[config.mk]
export PLATFORM = sky130hd
export DESIGN_NAME = audio_card_status_lamps
export DESIGN_NICKNAME = d
export VERILOG_FILES = /design/src/lamp_pkg.sv /design/src/audio_card_status_lamps.sv
export VERILOG_INCLUDE_DIRS = /design/src
export SDC_FILE = /design/constraint.sdc
export NUM_CORES = 1
export LEC_CHECK = 0
export ABC_CLOCK_PERIOD_IN_PS = 2300
export BUFFER_PORTS_ARGS = -buffer_cell sky130_fd_sc_hd__buf_2
export CELL_PAD_IN_SITES_DETAIL_PLACEMENT = 0
export CELL_PAD_IN_SITES_GLOBAL_PLACEMENT = 2
export CORE_ASPECT_RATIO = 0.5
export CORE_MARGIN = 5
export CORE_UTILIZATION = 29
export DETAILED_ROUTE_END_ITERATION = 10
export PLACE_DENSITY_LB_ADDON = 0.3
export SETUP_SLACK_MARGIN = 0.3
export SYNTH_ARGS = -nofsm -noshare
export SYNTH_HDL_FRONTEND = slang
export SYNTH_SLANG_ARGS = --single-unit
[constraint.sdc]
create_clock -name clock -period 2.3 [get_ports clock]
set_clock_uncertainty 0.15 [all_clocks]
set_input_delay 0.115 -clock clock [delete_from_list [all_inputs] [get_ports clock]]
set_output_delay 0.115 -clock clock [all_outputs]
set_load 0.01 [all_outputs]
[src/lamp_consts.svh]
`ifndef LAMP_CONSTS_SVH
`define LAMP_CONSTS_SVH

// ----------------------------------------
// register map (byte addresses)
// ----------------------------------------
`define ADDR_W          5
`define REG_MODE        5'h00
`define REG_FAULT       5'h04
`define REG_LAMPS       5'h08
`define REG_INT_STAT    5'h0C
`define REG_INT_MASK    5'h10

// ----------------------------------------
// fields and reset values
// ----------------------------------------
`define MODE_W          3
`define MODE_RST        3'h0
`define FAULT_CARD_BIT  0
`define FAULT_SLOT_BIT  1
`define INT_CMD_BIT     0
`define INT_SW_BIT      1
`define INT_FAULT_BIT   2
`define INT_W           3
`define RESP_OKAY       2'h0
`define RESP_SLVERR     2'h2

// ----------------------------------------
// timing
// ----------------------------------------
`define CLK_MHZ         50
`define FLASH_PERIOD_MS 500
`define ACT_EIGHTHS     4
`define EIGHTH_CYC      ((`FLASH_PERIOD_MS * 1000 * `CLK_MHZ) / 8)

`endif

[src/lamp_pkg.sv]
package lamp_pkg;

    // card states shown on the lamps
    typedef enum logic [2:0] {
        M_RESET,
        M_UNCONF,
        M_NORMAL,
        M_SELF_TEST,
        M_CTRL_TEST,
        M_CAGE_TEST
    } mode_t;

    typedef struct packed {
        logic health;
        logic activity;
        logic fault;
    } lamps_t;

endpackage

[src/audio_card_status_lamps.sv]
// Implementation choices: the AXI4-Lite register port and the placing of the registers.
`include "lamp_consts.svh"

// Notes on behaviour
// - reset and controller test: health slow-flashes, activity and fault off.
// - unconfigured: health flashes, activity off, fault shows one-eighth flash pattern.
// - normal: health flashes, activity blinks on each received command.
// - normal and self test: fault lamp follows card fault; self test activity off.
// - cage test: fault lamp 1/8 duty, 7/8 when any slot faults.
// - cage test: health flashes, activity off, switch presses forwarded.
module audio_card_status_lamps #(
    parameter int EIGHTH_CYC = `EIGHTH_CYC,
    parameter int ACT_CYC    = `ACT_EIGHTHS * `EIGHTH_CYC
) (
    // clock and reset
    input  wire logic                 clock,
    input  wire logic                 rst,
    // axi4-lite slave
    input  wire logic [`ADDR_W-1:0]   s_axi_awaddr,
    input  wire logic                 s_axi_awvalid,
    output logic                      s_axi_awready,
    input  wire logic [31:0]          s_axi_wdata,
    input  wire logic [3:0]           s_axi_wstrb,
    input  wire logic                 s_axi_wvalid,
    output logic                      s_axi_wready,
    output logic [1:0]                s_axi_bresp,
    output logic                      s_axi_bvalid,
    input  wire logic                 s_axi_bready,
    input  wire logic [`ADDR_W-1:0]   s_axi_araddr,
    input  wire logic                 s_axi_arvalid,
    output logic                      s_axi_arready,
    output logic [31:0]               s_axi_rdata,
    output logic [1:0]                s_axi_rresp,
    output logic                      s_axi_rvalid,
    input  wire logic                 s_axi_rready,
    // backplane side
    input  wire logic                 cmd_rx,
    input  wire logic                 switch_pin,
    output logic                      switch_fwd,
    // lamps and interrupt
    output lamp_pkg::lamps_t          lamps,
    output logic                      irq
);

    // ----------------------------------------
    // registers
    // ----------------------------------------
    lamp_pkg::mode_t          mode_q, mode_d;
    logic [1:0]               fault_q, fault_d;
    logic [`INT_W-1:0]        stat_q, stat_d, mask_q, mask_d;
    logic                     bvalid_q, bvalid_d, rvalid_q, rvalid_d;
    logic [1:0]               bresp_q, bresp_d, rresp_q, rresp_d;
    logic [31:0]              rdata_q, rdata_d;
    logic [31:0]              presc_q, presc_d, act_q, act_d;
    logic [3:0]               ph_q, ph_d;
    logic                     sw_meta_q, sw_sync_q, sw_prev_q;
    logic                     fwd_q, fwd_d;
    lamp_pkg::lamps_t         lamps_q, lamps_d;
    logic                     wr_go, rd_go, tick, slow_on, norm_on, press;
    logic                     pat_lo, pat_hi;
    logic [`INT_W-1:0]        ev;

    // ----------------------------------------
    // bus handshake
    // ----------------------------------------
    assign wr_go         = s_axi_awvalid & s_axi_wvalid & ~bvalid_q;
    assign rd_go         = s_axi_arvalid & ~rvalid_q;
    assign s_axi_awready = wr_go;
    assign s_axi_wready  = wr_go;
    assign s_axi_arready = rd_go;
    assign s_axi_bvalid  = bvalid_q;
    assign s_axi_bresp   = bresp_q;
    assign s_axi_rvalid  = rvalid_q;
    assign s_axi_rresp   = rresp_q;
    assign s_axi_rdata   = rdata_q;

    // ----------------------------------------
    // flash timebase
    // ----------------------------------------
    assign tick    = (presc_q == 32'(EIGHTH_CYC - 1));
    assign norm_on = ph_q[2];
    assign slow_on = ph_q[3];
    assign pat_lo  = (ph_q[2:0] == 3'h7);
    assign pat_hi  = (ph_q[2:0] != 3'h0);
    assign press   = sw_sync_q & ~sw_prev_q;

    always_comb begin
        presc_d = tick ? 32'h0000_0000 : presc_q + 32'h0000_0001;
        ph_d    = tick ? ph_q + 4'h1 : ph_q;
    end

    // ----------------------------------------
    // register file and events
    // ----------------------------------------
    always_comb begin
        mode_d   = mode_q;
        fault_d  = fault_q;
        mask_d   = mask_q;
        bvalid_d = bvalid_q & ~s_axi_bready;
        bresp_d  = bresp_q;
        rvalid_d = rvalid_q & ~s_axi_rready;
        rresp_d  = rresp_q;
        rdata_d  = rdata_q;
        stat_d   = stat_q;
        if (wr_go) begin
            bvalid_d = 1'b1;
            bresp_d  = `RESP_OKAY;
            unique case (s_axi_awaddr)
                `REG_MODE: begin
                    if (s_axi_wstrb[0] && s_axi_wdata[2:0] <= 3'(lamp_pkg::M_CAGE_TEST))
                        mode_d = lamp_pkg::mode_t'(s_axi_wdata[2:0]);
                end
                `REG_FAULT: begin
                    if (s_axi_wstrb[0])
                        fault_d = s_axi_wdata[1:0];
                end
                `REG_LAMPS: begin
                end
                `REG_INT_STAT: begin
                    if (s_axi_wstrb[0])
                        stat_d = stat_q & ~s_axi_wdata[`INT_W-1:0];
                end
                `REG_INT_MASK: begin
                    if (s_axi_wstrb[0])
                        mask_d = s_axi_wdata[`INT_W-1:0];
                end
                default: bresp_d = `RESP_SLVERR;
            endcase
        end
        ev                 = '0;
        ev[`INT_CMD_BIT]   = cmd_rx;
        ev[`INT_SW_BIT]    = fwd_d;
        ev[`INT_FAULT_BIT] = lamps_d.fault & ~lamps_q.fault;
        stat_d             = stat_d | ev;
        if (rd_go) begin
            rvalid_d = 1'b1;
            rresp_d  = `RESP_OKAY;
            unique case (s_axi_araddr)
                `REG_MODE:     rdata_d = {29'h0, mode_q};
                `REG_FAULT:    rdata_d = {30'h0, fault_q};
                `REG_LAMPS:    rdata_d = {29'h0, lamps_q};
                `REG_INT_STAT: rdata_d = {29'h0, stat_q};
                `REG_INT_MASK: rdata_d = {29'h0, mask_q};
                default: begin
                    rdata_d = 32'h0000_0000;
                    rresp_d = `RESP_SLVERR;
                end
            endcase
        end
    end

    // ----------------------------------------
    // lamp encoding
    // ----------------------------------------
    always_comb begin
        act_d   = (act_q != 32'h0000_0000) ? act_q - 32'h0000_0001 : act_q;
        fwd_d   = 1'b0;
        lamps_d = '0;
        unique case (mode_q)
            lamp_pkg::M_RESET, lamp_pkg::M_CTRL_TEST: begin
                lamps_d.health = slow_on;
            end
            lamp_pkg::M_UNCONF: begin
                lamps_d.health = norm_on;
                lamps_d.fault  = pat_lo;
            end
            lamp_pkg::M_NORMAL: begin
                if (cmd_rx)
                    act_d = 32'(ACT_CYC);
                lamps_d.health   = norm_on;
                lamps_d.activity = (act_q != 32'h0000_0000);
                lamps_d.fault    = fault_q[`FAULT_CARD_BIT];
            end
            lamp_pkg::M_SELF_TEST: begin
                lamps_d.health = norm_on;
                lamps_d.fault  = fault_q[`FAULT_CARD_BIT];
            end
            lamp_pkg::M_CAGE_TEST: begin
                lamps_d.health = norm_on;
                fwd_d          = press;
                lamps_d.fault  = fault_q[`FAULT_SLOT_BIT] ? pat_hi : pat_lo;
            end
        endcase
        if (mode_q != lamp_pkg::M_NORMAL)
            act_d = 32'h0000_0000;
    end

    assign lamps      = lamps_q;
    assign switch_fwd = fwd_q;
    assign irq        = |(stat_q & mask_q);

    // ----------------------------------------
    // state registers
    // ----------------------------------------
    always_ff @(posedge clock) begin
        if (rst) begin
            mode_q    <= lamp_pkg::M_RESET;
            fault_q   <= 2'h0;
            stat_q    <= 3'h0;
            mask_q    <= 3'h0;
            bvalid_q  <= 1'b0;
            bresp_q   <= 2'h0;
            rvalid_q  <= 1'b0;
            rresp_q   <= 2'h0;
            rdata_q   <= 32'h0000_0000;
            presc_q   <= 32'h0000_0000;
            ph_q      <= 4'h0;
            act_q     <= 32'h0000_0000;
            sw_meta_q <= 1'b0;
            sw_sync_q <= 1'b0;
            sw_prev_q <= 1'b0;
            fwd_q     <= 1'b0;
            lamps_q   <= '0;
        end else begin
            mode_q    <= mode_d;
            fault_q   <= fault_d;
            stat_q    <= stat_d;
            mask_q    <= mask_d;
            bvalid_q  <= bvalid_d;
            bresp_q   <= bresp_d;
            rvalid_q  <= rvalid_d;
            rresp_q   <= rresp_d;
            rdata_q   <= rdata_d;
            presc_q   <= presc_d;
            ph_q      <= ph_d;
            act_q     <= act_d;
            sw_meta_q <= switch_pin;
            sw_sync_q <= sw_meta_q;
            sw_prev_q <= sw_sync_q;
            fwd_q     <= fwd_d;
            lamps_q   <= lamps_d;
        end
    end
endmodule // audio_card_status_lamps

==> qor.csv <==
metric;value;unit
status;complete, but fails checks;
failing checks;negative setup slack;
FFs w/ async S/R, synth;0;%
CTS tree;yes;
Final Util;39.2;%
register area share after synthesis;40.5;%
Final Max Tran Viols;0;
Die Y;99.0;um
Longest Clk Path Bufs;2;
fraction of layout cells with a size suffix above 1;29.6;%
crit path DAT;2.45;ns
Overflow after GRT;0;
io pins;101;
vias in the first global route;3861;
Static Leak;2.31;nW
Register Area;0.00187;mm^2
GR Util All Layers;12.3;%
Hold Path Class;input pin to flip-flop;
clock root cell;clkbuf_16;
Multi-input gate area;0.00272;mm^2
Detailed Place HPWL;7.97;mm
routed via count;3957;
nature of the critical path startpoint;flip-flop;
Avg Inst Size Synth;8.79;um^2
area share of the largest cell type after synthesis;40.5;%
CTS Buf Count;9;
Final Hold Fails;0;
final worst slack;-0.0716;ns
CTS Sinks;93;
die width;188;um
Rows;32;
synth top area cells;dfxtp_1 (41%), buf_4 (5.7%), nor2_1 (5.7%), xnor2_1 (5.1%), a21oi_1 (2.6%);
Post-layout nets;687;
Final setup viols;20;
area post-placement;0.00529;mm^2
Primary FF master, synth;dfxtp_1;
number of flops mapped to enable cells by yosys;0;
core area;0.0155;mm^2
die area;0.0186;mm^2
Pre-antenna DRT Iters;4;
worst setup path class;flip-flop to flip-flop;
Mapped Area;0.00460;mm^2
post-route ant nets;0;
synth warn;0;
critical path peak fanout;5;
FF+latch count, synth;93;
Yosys cell types;59;
H-Tree Depth;3;
period utilisation layout;103;%
Worst EP required;2.38;ns
global-route wire length before repair;19.0;mm
GPL Wtd Cong;0.749;
unrepaired setup endpoints after global routing;yes;
largest net degree at the start of global routing;33;
ANT cells;0;
port buffer count;37;
maximum vdd drop;0.327;mV
post-DR wirelength/cell;13.9;um
max-capacitance violation count;0;
Worst setup EP type;flip-flop;
Mapped Cells;523;
WL final;11.6;mm
area grow syn2layout;31.9;%
Synth area leader;dfxtp_1;
clk_lat worst skew;0.34;ns
maximum clock rate;422;MHz
PwrDens;569;mW/mm^2
clk slew on worst S/H paths;0.07;ns
drt first-iter violations;136;
Final Instance Area;0.00606;mm^2
minimum clock period;2.37;ns
FILL cells;1571;
Vias per Instance;4.74;
Initial Utilization;29.7;%
initial antenna violation count;0;
drt drc;0;
worst max-delay path: stages (launching register included):
cell and delay (ns):
dfxtp_2 0.33, inv_2 0.07, ha_4 0.12, or3b_4 0.37, or4_4 0.61, buf_4 0.18
o31ai_4 0.21, xor2_1 0.17, nor2_1 0.05
metrics by stage:
step / worst slack [ns] / cells / total power [mW] / hold WS, ns / TNS [ns]
after floorplan: -0.0765 / 553 / 1.80 / 0.0651 / -0.138
after global placement: -0.0951 / 796 / 1.82 / 0.156 / -0.791
after detailed placement: -0.108 / 796 / 1.82 / 0.157 / -1.23
after CTS: -0.0873 / 831 / 3.50 / 0.0105 / -0.299
after global routing: -0.137 / 835 / 3.59 / 0.0518 / -2.32
final: -0.0716 / 835 / 3.45 / 0.0438 / -0.555
power by group:
group          switching (mW)  internal, mW
Clock                   0.628          1.01
Combinational          0.0996        0.0682
Sequential             0.0110          1.63
Total                   0.739          2.71
registers in the layout, summed over array words and instances, names as in the netlist, 2 cells and up:
name and count:
mask_q 3, ph_q 4, mode_q 3, stat_q 3
presc_q 32, fault_q 2, lamps 3, s_axi_rdata 3
act_q 32
cell type report:
class                           count  share of cell area, %
Inverter                           14                  0.867
Clock buffer                       13                   4.29
Timing Repair Buffer              113                   13.9
Tap cell                          204                   4.21
Sequential cell                    93                   30.8
Clock inverter                      3                   1.11
Multi-Input combinational cell    395                   44.8
cell usage in the layout (no fill, tap or decap), types with 4 or more instances in the layout:
cell type,count
dlygate4sd3_1,12
clkbuf_16,9
or4_4,7
buf_6,5
nor4_1,11
nor2b_1,5
xnor2_1,26
inv_1,12
o21ai_0,6
buf_2,37
and4_1,4
or3_4,6
a21oi_1,21
buf_4,56
xor2_1,10
a31oi_1,10
or4_1,7
nor4_2,7
nand2b_1,4
o21ai_1,8
nand3_1,18
mux2i_1,12
dfxtp_2,5
ha_1,5
dfxtp_1,88
and3_1,5
nor3_1,7
nand4_1,10
or3_1,11
o31ai_1,8
nand2_1,21
nor2_1,69
conb_1,31
cells by family (layout without fill, tap and decap cells):
group	Yosys count	after routing	synth area share (%)
and+or+nand+nor	223	224	26.8
DFF	93	93	40.5
AOI/OAI and AO/OA	81	81	11.6
buffers and inverters	66	143	8.71
xor gates and xnor gates	37	37	7.05
muxes	16	16	3.59
adders and majority gates	6	6	1.63
other	1	31	0.0816
path summary, 6_finish.rpt:
check | endpoint | slack, ns | from | depth (start not counted)
worst max register to register | act_q[2] | -0.07 | act_q[0] | 8
worst max-delay path | act_q[2] | -0.07 | act_q[0] | 8
worst min register to register | sw_sync_q | 0.30 | sw_meta_q | 1
worst min-delay path | s_axi_bresp[1] | 0.04 | s_axi_awaddr[2] | 3
cell usage after synthesis, drive strengths merged, types with 5 or more instances:
cell	instances
or3	20
ha	6
o31ai	12
nand3	19
a31oi	11
xnor2	27
dfxtp	93
nand4	10
nor4	19
nor2	70
mux2i	12
nor2b	5
xor2	10
or4	15
clkbuf	11
o21ai	16
a21oi	24
inv	14
nor3	12
buf	40
nand2	22
and3	7
routing by layer:
| layer | wire length, um | global-route usage (%) |
|---|---|---|
| met3 | 400 | 2.97 |
| met5 | 0 | 0 |
| met1 | 5470 | 15.6 |
| met2 | 5650 | 21.2 |
| met4 | 124 | 3.16 |
what timing repair did:
action,4_1_cts,5_1_grt
resized for setup,19,37
setup buffers,6,4
endpoints found under the setup margin,33,71
cloned,1,0
hold endpoints to repair,17,0
hold buffers,12,0
pin swaps,14,21
Power figures use the tool's default switching activity.
